$ cat src/verilog/jtb_pkg.sv
// Shared constants, states and carrier types of the test access port
package jtb_pkg;

  // Instruction register width and codes
  localparam int IR_W = 3;
  localparam logic [IR_W-1:0] INS_EXTEST = 3'h0;
  localparam logic [IR_W-1:0] INS_IDCODE = 3'h1;
  localparam logic [IR_W-1:0] INS_SAMPLE = 3'h2;
  localparam logic [IR_W-1:0] INS_CLAMP = 3'h3;
  localparam logic [IR_W-1:0] INS_HIGHZ = 3'h4;
  localparam logic [IR_W-1:0] INS_BYPASS = 3'h7;
  // Fixed capture value, shows 1 then 0 first on data out
  localparam logic [IR_W-1:0] IR_CAPTURE = 3'h1;

  // Identification register layout
  localparam int ID_W = 32;
  localparam int ID_VER_W = 4;
  localparam int ID_PART_W = 16;
  localparam int ID_MANUF_W = 11;
  localparam logic ID_LSB = 1'h1;

  // Synchroniser depth and reset values
  localparam int SYNC_STAGES = 2;
  localparam logic BYP_CAPTURE = 1'h0;
  localparam logic TDO_IDLE = 1'h0;

  // Sixteen controller states
  typedef enum logic [3:0] {
    ST_RESET, ST_IDLE, ST_SEL_DR, ST_CAP_DR, ST_SH_DR, ST_EX1_DR,
    ST_PAU_DR, ST_EX2_DR, ST_UPD_DR, ST_SEL_IR, ST_CAP_IR, ST_SH_IR,
    ST_EX1_IR, ST_PAU_IR, ST_EX2_IR, ST_UPD_IR
  } jtb_state_t;

  // Test pins coming from the tester
  typedef struct packed {
    logic test_reset_n_pin;
    logic test_clock_pin;
    logic test_mode_select_pin;
    logic test_data_in_pin;
  } jtb_pins_t;

  // Test data out pin, value and enable
  typedef struct packed {
    logic dat;
    logic oe;
  } jtb_tdo_t;

endpackage

$ cat src/verilog/jtb_sync.sv
// Two-stage level synchroniser, one chain per bit
module jtb_sync #(
  parameter int W = 1
) (
  input wire logic i_core_clk,
  input wire logic i_rstn,
  input wire logic [W-1:0] i_async,
  output logic [W-1:0] o_sync
);

  ////////////////////////////////////////////////////////////////////////
  // One chain per bit; first stage feeds only the second
  genvar g;
  generate
    for (g = 0; g < W; g++)
    begin : g_bit
      logic meta_r;
      logic hold_r;
      // First and second stage
      always_ff @(posedge i_core_clk)
      begin
        if (!i_rstn)
        begin
          meta_r <= 1'h0;
          hold_r <= 1'h0;
        end
        else
        begin
          meta_r <= i_async[g];
          hold_r <= meta_r;
        end
      end
      assign o_sync[g] = hold_r;
    end
  endgenerate

endmodule // jtb_sync

$ cat src/verilog/jtb_tap.sv
// Boundary-scan test access port controller with its test registers

module jtb_tap #(
  parameter int BSR_LEN = 8,
  // Identification fields; values are arbitrary
  parameter logic [3:0] ID_VERSION = 4'h1,
  parameter logic [15:0] ID_PART = 16'h5A5A,
  parameter logic [10:0] ID_MANUF = 11'h123
) (
  input wire logic i_core_clk,
  input wire logic i_rstn,
  input wire jtb_pkg::jtb_pins_t i_tap,
  input wire logic [BSR_LEN-1:0] i_pin_in,
  input wire logic [BSR_LEN-1:0] i_sys_out,
  input wire logic [BSR_LEN-1:0] i_sys_oe,
  output logic [BSR_LEN-1:0] o_pin_out,
  output logic [BSR_LEN-1:0] o_pin_oe,
  output jtb_pkg::jtb_tdo_t o_tdo,
  output logic [jtb_pkg::IR_W-1:0] o_instr
);

  ////////////////////////////////////////////////////////////////////////
  // Declarations

  // Synchronised test pins
  jtb_pkg::jtb_pins_t tap_s;
  // Synchronised device pin inputs
  logic [BSR_LEN-1:0] pin_s;
  // Delayed test clock for edge finding
  logic tck_d_r;
  // Test clock edges, one core cycle each
  logic tck_rise;
  logic tck_fall;
  // Synchronised test reset, active low
  logic trst_n;
  // Controller state
  jtb_pkg::jtb_state_t state_r;
  jtb_pkg::jtb_state_t state_nxt;
  logic [jtb_pkg::IR_W-1:0] ir_sh_r;
  logic [jtb_pkg::IR_W-1:0] instr_r;
  // Bypass stage
  logic byp_r;
  // Identification shift stages and latch
  logic [jtb_pkg::ID_W-1:0] id_sh_r;
  logic [jtb_pkg::ID_W-1:0] id_upd_r;
  // Boundary-scan shift stages and latch
  logic [BSR_LEN-1:0] bsr_sh_r;
  logic [BSR_LEN-1:0] bsr_upd_r;
  // Register selection by current instruction
  logic sel_bsr;
  logic sel_id;
  // Pins driven from boundary latches
  logic ext_drive;
  // Full identification code
  logic [jtb_pkg::ID_W-1:0] id_code;
  // Serial value for data out
  logic tdo_nxt;
  // Output flops
  logic [BSR_LEN-1:0] pin_out_r;
  logic [BSR_LEN-1:0] pin_oe_r;
  jtb_pkg::jtb_tdo_t tdo_r;

  ////////////////////////////////////////////////////////////////////////
  // Pin synchronisers

  // Test pins pass two flops first
  jtb_sync #(
    .W($bits(jtb_pkg::jtb_pins_t))
  ) u_sync_tap (
    .i_core_clk(i_core_clk),
    .i_rstn(i_rstn),
    .i_async(i_tap),
    .o_sync(tap_s)
  );

  // Device pin inputs pass two flops too
  jtb_sync #(
    .W(BSR_LEN)
  ) u_sync_pin (
    .i_core_clk(i_core_clk),
    .i_rstn(i_rstn),
    .i_async(i_pin_in),
    .o_sync(pin_s)
  );

  assign trst_n = tap_s.test_reset_n_pin;

  ////////////////////////////////////////////////////////////////////////
  // Test clock edge detection

  // Delay stage of the synchronised clock
  always_ff @(posedge i_core_clk)
  begin
    if (!i_rstn)
      tck_d_r <= 1'h0;
    else
      tck_d_r <= tap_s.test_clock_pin;
  end

  assign tck_rise = tap_s.test_clock_pin & ~tck_d_r;
  assign tck_fall = ~tap_s.test_clock_pin & tck_d_r;

  ////////////////////////////////////////////////////////////////////////
  // Instruction decode

  assign sel_bsr = (instr_r == jtb_pkg::INS_EXTEST) ||
                   (instr_r == jtb_pkg::INS_SAMPLE);
  assign sel_id = (instr_r == jtb_pkg::INS_IDCODE) ||
                  (state_r == jtb_pkg::ST_RESET);
  // EXTEST and CLAMP drive from latches
  assign ext_drive = (instr_r == jtb_pkg::INS_EXTEST) ||
                     (instr_r == jtb_pkg::INS_CLAMP);

  assign id_code = {ID_VERSION, ID_PART, ID_MANUF, jtb_pkg::ID_LSB};

  ////////////////////////////////////////////////////////////////////////
  // Next state on mode select

  // Transition table of the sixteen states
  always_comb
  begin
    state_nxt = state_r;
    unique case (state_r)
      jtb_pkg::ST_RESET:
        state_nxt = tap_s.test_mode_select_pin ? jtb_pkg::ST_RESET
                                              : jtb_pkg::ST_IDLE;
      jtb_pkg::ST_IDLE:
        state_nxt = tap_s.test_mode_select_pin ? jtb_pkg::ST_SEL_DR
                                              : jtb_pkg::ST_IDLE;
      jtb_pkg::ST_SEL_DR:
        state_nxt = tap_s.test_mode_select_pin ? jtb_pkg::ST_SEL_IR
                                              : jtb_pkg::ST_CAP_DR;
      jtb_pkg::ST_CAP_DR:
        state_nxt = tap_s.test_mode_select_pin ? jtb_pkg::ST_EX1_DR
                                              : jtb_pkg::ST_SH_DR;
      jtb_pkg::ST_SH_DR:
        state_nxt = tap_s.test_mode_select_pin ? jtb_pkg::ST_EX1_DR
                                              : jtb_pkg::ST_SH_DR;
      jtb_pkg::ST_EX1_DR:
        state_nxt = tap_s.test_mode_select_pin ? jtb_pkg::ST_UPD_DR
                                              : jtb_pkg::ST_PAU_DR;
      jtb_pkg::ST_PAU_DR:
        state_nxt = tap_s.test_mode_select_pin ? jtb_pkg::ST_EX2_DR
                                              : jtb_pkg::ST_PAU_DR;
      jtb_pkg::ST_EX2_DR:
        state_nxt = tap_s.test_mode_select_pin ? jtb_pkg::ST_UPD_DR
                                              : jtb_pkg::ST_SH_DR;
      jtb_pkg::ST_UPD_DR:
        state_nxt = tap_s.test_mode_select_pin ? jtb_pkg::ST_SEL_DR
                                              : jtb_pkg::ST_IDLE;
      // instruction scan or back to reset
      jtb_pkg::ST_SEL_IR:
        state_nxt = tap_s.test_mode_select_pin ? jtb_pkg::ST_RESET
                                              : jtb_pkg::ST_CAP_IR;
      jtb_pkg::ST_CAP_IR:
        state_nxt = tap_s.test_mode_select_pin ? jtb_pkg::ST_EX1_IR
                                              : jtb_pkg::ST_SH_IR;
      jtb_pkg::ST_SH_IR:
        state_nxt = tap_s.test_mode_select_pin ? jtb_pkg::ST_EX1_IR
                                              : jtb_pkg::ST_SH_IR;
      // pause on low, update on high
      jtb_pkg::ST_EX1_IR:
        state_nxt = tap_s.test_mode_select_pin ? jtb_pkg::ST_UPD_IR
                                              : jtb_pkg::ST_PAU_IR;
      jtb_pkg::ST_PAU_IR:
        state_nxt = tap_s.test_mode_select_pin ? jtb_pkg::ST_EX2_IR
                                              : jtb_pkg::ST_PAU_IR;
      jtb_pkg::ST_EX2_IR:
        state_nxt = tap_s.test_mode_select_pin ? jtb_pkg::ST_UPD_IR
                                              : jtb_pkg::ST_SH_IR;
      // idle on low, select data on high
      jtb_pkg::ST_UPD_IR:
        state_nxt = tap_s.test_mode_select_pin ? jtb_pkg::ST_SEL_DR
                                              : jtb_pkg::ST_IDLE;
    endcase
  end

  ////////////////////////////////////////////////////////////////////////
  // Controller state register

  // Moves on test clock rise; test reset forces the reset state at any time
  always_ff @(posedge i_core_clk)
  begin
    if (!i_rstn)
      state_r <= jtb_pkg::ST_RESET;
    else if (!trst_n)
      state_r <= jtb_pkg::ST_RESET;
    else if (tck_rise)
      state_r <= state_nxt;
  end

  ////////////////////////////////////////////////////////////////////////
  // Instruction shift stages

  // Capture fixed value, shift toward output
  always_ff @(posedge i_core_clk)
  begin
    if (!i_rstn)
      ir_sh_r <= jtb_pkg::IR_CAPTURE;
    else if (tck_rise)
    begin
      if (state_r == jtb_pkg::ST_CAP_IR)
        ir_sh_r <= jtb_pkg::IR_CAPTURE;
      else if (state_r == jtb_pkg::ST_SH_IR)
        ir_sh_r <= {tap_s.test_data_in_pin,
                    ir_sh_r[jtb_pkg::IR_W-1:1]};
    end
  end

  ////////////////////////////////////////////////////////////////////////
  // Latched instruction

  // Loads on fall in Update-IR; reset state or test reset forces IDCODE
  always_ff @(posedge i_core_clk)
  begin
    if (!i_rstn)
      instr_r <= jtb_pkg::INS_IDCODE;
    else if (!trst_n || state_r == jtb_pkg::ST_RESET)
      instr_r <= jtb_pkg::INS_IDCODE;
    // latch on falling edge, becomes current
    else if (tck_fall && state_r == jtb_pkg::ST_UPD_IR)
      instr_r <= ir_sh_r;
  end

  ////////////////////////////////////////////////////////////////////////
  // Bypass stage

  // Single stage between data in and out
  always_ff @(posedge i_core_clk)
  begin
    if (!i_rstn)
      byp_r <= jtb_pkg::BYP_CAPTURE;
    else if (tck_rise && !sel_bsr && !sel_id)
    begin
      // Captures zero like any bypass stage
      if (state_r == jtb_pkg::ST_CAP_DR)
        byp_r <= jtb_pkg::BYP_CAPTURE;
      else if (state_r == jtb_pkg::ST_SH_DR)
        byp_r <= tap_s.test_data_in_pin;
    end
  end

  ////////////////////////////////////////////////////////////////////////
  // Identification register

  // Shift stages, selected by IDCODE
  always_ff @(posedge i_core_clk)
  begin
    if (!i_rstn)
      id_sh_r <= '0;
    else if (tck_rise && sel_id)
    begin
      if (state_r == jtb_pkg::ST_CAP_DR)
        id_sh_r <= id_code;
      else if (state_r == jtb_pkg::ST_SH_DR)
        id_sh_r <= {tap_s.test_data_in_pin,
                    id_sh_r[jtb_pkg::ID_W-1:1]};
    end
  end

  always_ff @(posedge i_core_clk)
  begin
    if (!i_rstn)
      id_upd_r <= '0;
    else if (tck_fall && sel_id && state_r == jtb_pkg::ST_UPD_DR)
      id_upd_r <= id_sh_r;
  end

  ////////////////////////////////////////////////////////////////////////
  // Boundary-scan register

  // Shift stages, selected by EXTEST or SAMPLE
  always_ff @(posedge i_core_clk)
  begin
    if (!i_rstn)
      bsr_sh_r <= '0;
    else if (tck_rise && sel_bsr)
    begin
      if (state_r == jtb_pkg::ST_CAP_DR)
        bsr_sh_r <= pin_s;
      else if (state_r == jtb_pkg::ST_SH_DR)
        bsr_sh_r <= {tap_s.test_data_in_pin,
                     bsr_sh_r[BSR_LEN-1:1]};
    end
  end

  // copy on fall in Update-DR only
  always_ff @(posedge i_core_clk)
  begin
    if (!i_rstn)
      bsr_upd_r <= '0;
    else if (tck_fall && sel_bsr && state_r == jtb_pkg::ST_UPD_DR)
      bsr_upd_r <= bsr_sh_r;
  end

  ////////////////////////////////////////////////////////////////////////
  // Device output pins

  // System values unless a test instruction owns the pins
  always_ff @(posedge i_core_clk)
  begin
    if (!i_rstn)
    begin
      pin_out_r <= '0;
      pin_oe_r <= '0;
    end
    else if (instr_r == jtb_pkg::INS_HIGHZ)
    begin
      pin_out_r <= i_sys_out;
      pin_oe_r <= '0;
    end
    else if (ext_drive)
    begin
      pin_out_r <= bsr_upd_r;
      pin_oe_r <= '1;
    end
    else
    begin
      pin_out_r <= i_sys_out;
      pin_oe_r <= i_sys_oe;
    end
  end

  ////////////////////////////////////////////////////////////////////////
  // Serial data out

  // Output stage of the register in the path
  always_comb
  begin
    if (state_r == jtb_pkg::ST_SH_IR)
      tdo_nxt = ir_sh_r[0];
    else if (sel_id)
      tdo_nxt = id_sh_r[0];
    else if (sel_bsr)
      tdo_nxt = bsr_sh_r[0];
    else
      tdo_nxt = byp_r;
  end

  // changes on fall, driven only while shifting
  always_ff @(posedge i_core_clk)
  begin
    if (!i_rstn || !trst_n)
    begin
      tdo_r.dat <= jtb_pkg::TDO_IDLE;
      tdo_r.oe <= 1'h0;
    end
    else if (tck_fall)
    begin
      tdo_r.dat <= tdo_nxt;
      tdo_r.oe <= (state_r == jtb_pkg::ST_SH_DR) ||
                  (state_r == jtb_pkg::ST_SH_IR);
    end
  end

  ////////////////////////////////////////////////////////////////////////
  // Outputs

  // All straight from flops
  assign o_pin_out = pin_out_r;
  assign o_pin_oe = pin_oe_r;
  assign o_tdo = tdo_r;
  assign o_instr = instr_r;

endmodule // jtb_tap
$ cat config.mk
export PLATFORM = sky130hd
export DESIGN_NAME = jtb_tap
export DESIGN_NICKNAME = d
export VERILOG_FILES = /design/src/verilog/jtb_pkg.sv /design/src/verilog/jtb_sync.sv /design/src/verilog/jtb_tap.sv
export SDC_FILE = /design/constraint.sdc
export NUM_CORES = 1
export LEC_CHECK = 0
export ABC_AREA = 1
export BUFFER_PORTS_ARGS = -buffer_cell sky130_fd_sc_hd__buf_2
export CAP_MARGIN = 0
export CORE_MARGIN = 4
export CORE_UTILIZATION = 40
export DETAILED_ROUTE_END_ITERATION = 6
export PLACE_DENSITY = 0.67
export SYNTH_ARGS = -nofsm -noshare
export SYNTH_HDL_FRONTEND = slang
export SYNTH_HIERARCHICAL = 1
export SYNTH_SLANG_ARGS = --single-unit
export TNS_END_PERCENT = 10
$ cat constraint.sdc
create_clock -name i_core_clk -period 1.76 [get_ports i_core_clk]
set_clock_uncertainty 0.2 [all_clocks]
set_input_delay 0.088 -clock i_core_clk [delete_from_list [all_inputs] [get_ports i_core_clk]]
set_output_delay 0.088 -clock i_core_clk [all_outputs]
set_load 0.1 [all_outputs]
; Word-level counts from Yosys, hierarchy flattened
; Index checks and enable logic that the tools add are counted.
[classes]
reduce_logical = 31
n_eq_ne = 19
muxes = 27
bitwise = 5
[ops]
columns = op, n
row1 = 32-bit two-way mux, 2
row2 = 4-bit one-hot mux with 12 select lines, 1
row3 = 8-bit two-way mux, 5
row4 = 4-bit == test (second input constant), 8
row5 = 4-bit by 3-bit == test with 1-bit output (second input constant), 4
row6 = 4-bit two-way mux, 4
row7 = 3-bit two-way mux, 4
row8 = 2-bit AND reduction, 5
row9 = 4-bit by 2-bit == test with 1-bit output (second input constant), 2
row10 = 1-bit two-way mux, 8
row11 = 2-bit OR reduction, 4
row12 = 1-bit logical AND, 7
row13 = 3-bit by 2-bit == test with 1-bit output (second input constant), 2
row14 = 1-bit logical OR, 6
row15 = 2-bit two-way mux, 3
row16 = 4-bit by 1-bit == test with 1-bit output (second input constant), 1
row17 = 1-bit zero test, 4
row18 = 4-bit zero test, 1
row19 = 2-bit nonzero test, 2
row20 = 3-bit by 1-bit == test with 1-bit output (second input constant), 1
row21 = 3-bit == test (second input constant), 1
row22 = 3-bit zero test, 1
row23 = 1-bit inverter, 3
row24 = 3-bit OR reduction, 1
row25 = 1-bit bitwise AND, 2
[word_totals]
wordCells = 118
reg_bits = 102
in_bits = 30

; Depth between registers and ports, before layout
; Gate-level depths: netlist of run 1.
[depth]
depth_word = 6
depth_mapped = 11

; Cells and area by module
; The synthesis of run 1 kept the hierarchy.
[modules_own_cells]
columns = module, n_inst, area_per_inst_um2, cells_per_inst
row1 = jtb_tap, 1, 3283.1, 445
row2 = jtb_sync (u_sync_pin), 1, 544.3, 58
row3 = jtb_sync (u_sync_tap), 1, 255.2, 29

; Worst setup path after synthesis of run 1
; Ideal clock, no wire load.
[synth_timing]
path_kind = reg-to-reg
start = reg instr_r (netlist bit o_instr[1])
end = reg id_sh_r[26] in the netlist's numbering
slack_ns = -0.428
synth_period_minus_slack_ns = 2.188
path_stages_with_launch = 9
arrival_ns = 1.871
path_cell_list = dfxtp_1 -> inv_1 -> nand2_1 -> o21ai_2 -> inv_2 -> nor2_8 -> buf_6 -> o21ai_0 -> nor2_1
[synth_via]
elab_chain_cells = 4
[synth_rtl]
columns = element, line
row1 = from (decl), jtb_tap.sv:40  ; logic [jtb_pkg::IR_W-1:0] instr_r;
row2 = from (signal assigned), jtb_tap.sv:217  ; instr_r <= jtb_pkg::INS_IDCODE;
row3 = from (signal assigned), jtb_tap.sv:219  ; instr_r <= jtb_pkg::INS_IDCODE;
row4 = from (signal assigned), jtb_tap.sv:222  ; instr_r <= ir_sh_r;
row5 = 3-bit by 1-bit == test with 1-bit output, jtb_tap.sv:108  ; assign sel_id = (instr_r == jtb_pkg::INS_IDCODE) ||
row6 = 1-bit logical OR, jtb_tap.sv:108
row7 = 1-bit logical AND, jtb_tap.sv:251  ; else if (tck_rise && sel_id)
row8 = 2-bit AND reduction (no line), --
row9 = to (signal assigned), jtb_tap.sv:254  ; id_sh_r <= id_code;
row10 = to (signal assigned), jtb_tap.sv:256  ; id_sh_r <= {tap_s.test_data_in_pin,
row11 = to (decl), jtb_tap.sv:44  ; logic [jtb_pkg::ID_W-1:0] id_sh_r;
; Every way passes these cells.
; A chain may end at the register's enable or synchronous reset.

; Worst setup path after layout of run 1
[layout_timing]
start = reg state_r[3]
end = reg id_sh_r[27] in the netlist's numbering
[layout_via]
elab_chain_cells = 4
word_cells_on_any_way = 8
cone_classes = eq/ne: 2 / mux: 1 / reduce/logical: 5
[layout_rtl]
columns = element, line
row1 = from (decl), jtb_tap.sv:37  ; jtb_pkg::jtb_state_t state_r;
row2 = from (signal assigned), jtb_tap.sv:185  ; state_r <= jtb_pkg::ST_RESET;
row3 = from (signal assigned), jtb_tap.sv:187  ; state_r <= jtb_pkg::ST_RESET;
row4 = from (signal assigned), jtb_tap.sv:189  ; state_r <= state_nxt;
row5 = 4-bit zero test, jtb_tap.sv:109  ; (state_r == jtb_pkg::ST_RESET);
row6 = 1-bit logical OR, jtb_tap.sv:108
row7 = 1-bit logical AND, jtb_tap.sv:251
row8 = 2-bit AND reduction (no line), --
; Several ways; a longest one is shown, not always the timed one.

==> results of run 1 <==
[placed cells by master (no fill, tap or decap), drive strengths merged]
| master | synthesis | layout |
|---|---|---|
| a21oi | 27 | 27 |
| a31oi | 2 | 2 |
| buf | 27 | 76 |
| bufinv | 0 | 2 |
| clkbuf | 7 | 12 |
| clkinv | 0 | 1 |
| clkinvlp | 0 | 1 |
| dfxtp | 102 | 102 |
| dlygate4sd3 | 0 | 33 |
| inv | 59 | 62 |
| nand2 | 116 | 116 |
| nand3 | 25 | 25 |
| nand4 | 3 | 3 |
| nor2 | 86 | 86 |
| nor3 | 15 | 15 |
| o2111ai | 1 | 1 |
| o211ai | 3 | 3 |
| o21a | 1 | 1 |
| o21ai | 55 | 55 |
| o21bai | 2 | 2 |
| o32ai | 1 | 1 |
[stage by stage]
step           area (um^2)  utilization, %  hold slack (ps)  cells
3_3_place_gp          4470            45.3             69.9    701
3_5_place_dp          4470            45.3             70.7    701
6_report              5240            53.1              219    759
2_1_floorplan         4090               -            -20.0    532
5_1_grt               5240            53.1              237    759
4_1_cts               5030            51.0              211    750
[routing by layer]
metal  part of all wire, %  global-route usage [%]  vias up
met2                    46                    24.8      102
li1                      -                       -     1843
met3                   5.2                    2.66       14
met4                   1.9                    7.30        0
met5                     0                       0        -
met1                    47                    19.6     1570
[synthesized netlist by cell type (2+ instances only)]
cell type	n
a21oi_1	27
a31oi_1	2
buf_2	7
buf_4	13
buf_6	5
clkbuf_1	7
dfxtp_1	102
inv_1	55
inv_2	4
nand2_1	106
nand2_2	7
nand2_4	3
nand3_1	25
nand4_1	3
nor2_1	80
nor2_4	4
nor3_1	10
nor3_2	5
o211ai_1	3
o21ai_0	51
o21ai_1	3
o21bai_1	2
[state kept, by name, summed over array words and instances, names as in the netlist]
signal                   flops
tck_d_r                      1
ir_sh_r                      3
byp_r                        1
bsr_upd_r                    8
u_sync_pin/g_bit.hold_r      8
state_r                      4
u_sync_tap/g_bit.hold_r      4
o_tdo                        2
u_sync_tap/g_bit.meta_r      4
o_instr                      3
bsr_sh_r                     8
o_pin_oe                     8
u_sync_pin/g_bit.meta_r      8
id_sh_r                     32
o_pin_out                    8
[final timing paths]
check,start,to,cells after the start
max,state_r[3],id_sh_r[27],9
min,u_sync_tap/g_bit[1].meta_r,u_sync_tap/g_bit[1].hold_r,2
max reg2reg,state_r[3],id_sh_r[27],9
min reg2reg,u_sync_tap/g_bit[1].meta_r,u_sync_tap/g_bit[1].hold_r,2
[layout make-up]
cell class,count,area (um^2)
inverter,59,224
multi-input combinational,337,1650
sequential,102,2060
timing repair buffer,112,912
clock buffer,9,124
fill,938,4620
clock inverter,7,105
tap,133,166
[cell families (layout without fill, tap and decap cells)]
logic type      count (synthesis)  after routing  synth area share, %
compound gates                 92             92                 12.0
buf+inv                        93            187                 11.3
flops                         102            102                 50.0
simple gates                  245            245                 26.7
[power by group]
group / switching, mW / internal (mW)
sequential: 0.0138 / 2.34
combinational: 0.236 / 0.112
clock: 0.818 / 0.824
total: 1.07 / 3.28
[repair_timing]
action,in CTS,in global routing
setup buffers,0,5
pin swaps,0,11
endpoints found under the setup margin,1,44
hold endpoints to repair,31,0
gates cloned,0,4
hold buffers,33,0
resized for setup,2,23
[critical path, cell delays in order (launching register included)]
cell and delay (ps):
dfxtp_4 380, nor2_4 160, buf_6 130, nand2_2 60
o21ai_4 90, inv_2 90, nor2_8 170, clkbuf_16 180
nand3_1 70, a21oi_1 140
==> flow_summary_export.csv, run 1 <==
group,metric,value,unit
logic_synthesis,ys_seq_area_share,50.0,%
run,cap_violations,0,
global_routing,grt_usage,15.2,%
routing,drtIter0Drc,180,
global_routing,grt_pass1_wl,14500,um
clock_network,clk_latency,360,ps
clock_network,cts-htree-levels,3,
clock_network,cts.path.max_buffers,2,
setup_path,cp-start-kind,"flop",
layout,nNetsFinal,651,
die,rows,36,
die,dieArea,11900,um^2
logic_synthesis,synth-seq-cells,102,
routing,num_vias,3529,
sta,setup_violations,0,
setup_path,arrival,1840,ps
die,die_x,109,um
sta,rsz0062_at_grt,"yes",
logic_synthesis,synth_fp_nets,562,
status,status,"complete, no violations",
routing,detail_route.wl_per_cell,11.8,um
setup_path,rrSetupSlack,20,ps
sta,setup_ws,22.4,ps
sta,slew_viol_final,0,
die,start_util,41.4,%
placement,gp_congestion,0.951,
setup_path,required,1860,ps
logic_synthesis,synth_flop_cell,"dfxtp_1",
routing,vias_per_cell,4.65,
setup_path,crit_type,"reg -> reg",
layout,syn_to_final_growth,28.4,%
routing,ant_nets,0,
sta,finalCriticalPeriod,1740,ps
clock_network,clockRootBuffer,"clkbuf_8",
logic_synthesis,synth_edf_count,0,
layout,drive_gt1_share,22.2,%
placement,dp_hpwl,5690,um
clock_network,clkSinkCount,102,
global_routing,grt_max_degree,49,
logic_synthesis,synth_area_leaders,"dfxtp_1 50%, nand2_1 9.7%, nor2_1 7.4%",
routing,drc,0,
setup_path,cp-end-kind,"flop",
clock_network,cts_tree,"yes",
placement,io_buffers,50,
global_routing,grt.overflow.total,0,
global_routing,antenna_found_initial,0,
logic_synthesis,postSynthAreaPerCell,7.67,um^2
logic_synthesis,yosysWarningCount,6,
power,p_leak,2.52,nW
hold_path,hp-class,"reg -> reg",
routing,first_pass_iters,4,
layout,antenna_cells,0,
setup_path,critPathMaxFanout,9,
sta,finalHoldViolCount,0,
clock_network,cts_made_buffers,9,
logic_synthesis,synth_top_area_share,50.0,%
power,power,4.35,mW
die,dieHeight,109,um
sta,slew_headroom,62.6,%
power,worst_ir_drop_vdd,416,uV
routing,totalWireLength,8940,um
sta,tightest_slew,559,ps
placement,pre_cts_slack,-6.53,ps
sta,period_share,98.7,%
logic_synthesis,async_flop_share,0,%
sta,max_freq,0.576,GHz
clock_network,clkTransAtPathRegs,100,ps
power,powerDensity,829,nW/um^2
logic_synthesis,synth_area_leader_cell,"dfxtp_1",
logic_synthesis,netlist_instances,532,
sta,setup_tns,0,ps
logic_synthesis,synth.distinct_cells,30,
die,io_pins,51,
logic_synthesis,syn_area,4080,um^2
die,core,9860,um^2
global_routing,grt_pass1_vias,3266,
(Power assumes the default switching activity.)
==> run 2, diff against run 1 <==
--- a/config.mk
+++ b/config.mk
@@ -12,6 +12,7 @@
 export CORE_UTILIZATION = 40
 export DETAILED_ROUTE_END_ITERATION = 6
 export PLACE_DENSITY = 0.67
+export RECOVER_POWER = 100
 export SYNTH_ARGS = -nofsm -noshare
 export SYNTH_HDL_FRONTEND = slang
 export SYNTH_HIERARCHICAL = 1
==> flow_summary_export.csv, run 2 (synthesis results as in run 1) <==
group,metric,value,unit
setup_path,required,1860,ps
global_routing,antenna_found_initial,0,
sta,period_share,98.6,%
layout,largest_register,"id_sh_r",
routing,drtIter0Drc,170,
hold_path,hp-class,"reg -> reg",
power,p_leak,2.50,nW
clock_network,cts_made_buffers,9,
layout,syn_to_final_growth,28.3,%
routing,totalWireLength,8910,um
global_routing,grt_pass1_vias,3266,
power,powerDensity,830,nW/um^2
die,die_x,109,um
routing,drc,0,
layout,final_common_cell,"nand2_1",
power,intPower,3.28,mW
routing,vias_per_cell,4.66,
global_routing,grt_pass1_wl,14500,um
setup_path,arrival,1840,ps
global_routing,met1_usage,19.6,%
sta,slew_viol_final,0,
placement,dp_hpwl,5690,um
power,sequentialPowerShare,54.3,%
layout,largest_register_ffs,32,
clock_network,cts_tree,"yes",
layout,nNetsFinal,651,
placement,place_inst,701,
routing,num_vias,3534,
clock_network,clk_latency,360,ps
placement,io_buffers,50,
layout,antenna_cells,0,
global_routing,top_usage_layer,"met2",
power,pwr-share-comb,8.0,%
layout,regArea,2060,um^2
setup_path,crit_type,"reg -> reg",
die,io_pins,51,
global_routing,grt.overflow.total,0,
global_routing,grt_usage,15.2,%
placement,gp_congestion,0.951,
die,start_util,41.4,%
power,sw_frac_of_total,24.6,%
sta,tightest_slew,559,ps
clock_network,clkTransAtPathRegs,100,ps
clock_network,cts-htree-levels,3,
layout,layout.cells.non_filler,759,
status,status,"complete, no violations",
clock_network,cts.path.max_buffers,2,
sta,max_freq,0.576,GHz
sta,setup_tns,0,ps
global_routing,met2_usage,24.8,%
sta,finalCriticalPeriod,1740,ps
routing,detail_route.wl_per_cell,11.7,um
setup_path,cp-end-kind,"flop",
power,p_sw,1.07,mW
clock_network,clkSinkCount,102,
die,dieArea,11900,um^2
global_routing,grtUsageMet3,2.66,%
sta,finalHoldViolCount,0,
layout,multi_input_area,1650,um^2
setup_path,cp-start-kind,"flop",
die,core,9860,um^2
setup_path,critPathMaxFanout,9,
die,dieHeight,109,um
layout,fill_cells,939,
run,cap_violations,0,
power,worst_ir_drop_vdd,414,uV
sta,setup_violations,0,
clock_network,clockRootBuffer,"clkbuf_8",
layout,drive_gt1_share,21.9,%
layout,final_cell_mix,"106 x nand2_1, 95 x dfxtp_1, 79 x nor2_1",
routing,ant_nets,0,
die,rows,36,
global_routing,grt_max_degree,49,
routing,first_pass_iters,4,
sta,rsz0062_at_grt,"yes",
sta,slew_headroom,62.6,%
power,clock_power_share,37.8,%
## run 2: what timing repair did
item                                    in CTS  in global routing
gates cloned                                 0                  4
gates resized for setup                      2                 23
pin swaps                                    0                 11
hold buffers                                33                  0
endpoints found under the setup margin       1                 44
hold endpoints to repair                    31                  0
buffers inserted                             0                  5
## run 2: final cells by class
cell class / count / share of cell area, %
clock inverters: 7 / 2.01
inverters: 59 / 4.28
multi-input cells: 337 / 31.4
flip-flops and latches: 102 / 39.4
well taps: 133 / 3.18
repair buffers: 112 / 17.3
clock buffers: 9 / 2.37
## run 2: metal layers
layer | vias to the layer above | share of wire (%)
met5 | - | 0
met4 | 0 | 1.9
met3 | 14 | 5.1
met2 | 102 | 46
met1 | 1574 | 46
li1 | 1844 | -
## run 2: worst max-delay path, cell delays in order (launching register included)
cell and delay [ps]:
dfxtp_4 380, nor2_4 160, buf_6 130, nand2_2 60
o21ai_4 90, inv_2 90, nor2_8 170, clkbuf_16 180
nand3_1 70, a21oi_1 130
## run 2: metrics by stage
stage | cell area, um^2 | setup WS, ps | hold slack, ps | util (%) | total power [mW]
after floorplan | 4090 | 66.4 | -20.0 | - | 2.65
after global placement | 4470 | 46.0 | 69.9 | 45.3 | 2.70
after detailed placement | 4470 | -6.53 | 70.7 | 45.3 | 2.71
after CTS | 5030 | 1.82 | 211 | 51.0 | 4.41
after global routing | 5240 | -74.5 | 237 | 53.1 | 4.51
final | 5240 | 24.8 | 220 | 53.1 | 4.35
## run 2: final timing paths
check / slack (ps) / cells past startpoint / from / end
setup / recovery: 20 / 9 / state_r[3] / id_sh_r[27]
hold / removal: 220 / 2 / u_sync_tap/g_bit[1].meta_r / u_sync_tap/g_bit[1].hold_r
setup reg to reg: 20 / 9 / state_r[3] / id_sh_r[27]
hold reg to reg: 220 / 2 / u_sync_tap/g_bit[1].meta_r / u_sync_tap/g_bit[1].hold_r
## run 2: power by group through the flow
stage	sequential, mW	clock (mW)	combinational (mW)
4_1_cts	2.36	1.70	0.346
2_1_floorplan	2.56	0	0.0940
5_1_grt	2.36	1.78	0.373
3_3_place_gp	2.42	0	0.289
6_report	2.36	1.64	0.346
3_5_place_dp	2.42	0	0.290
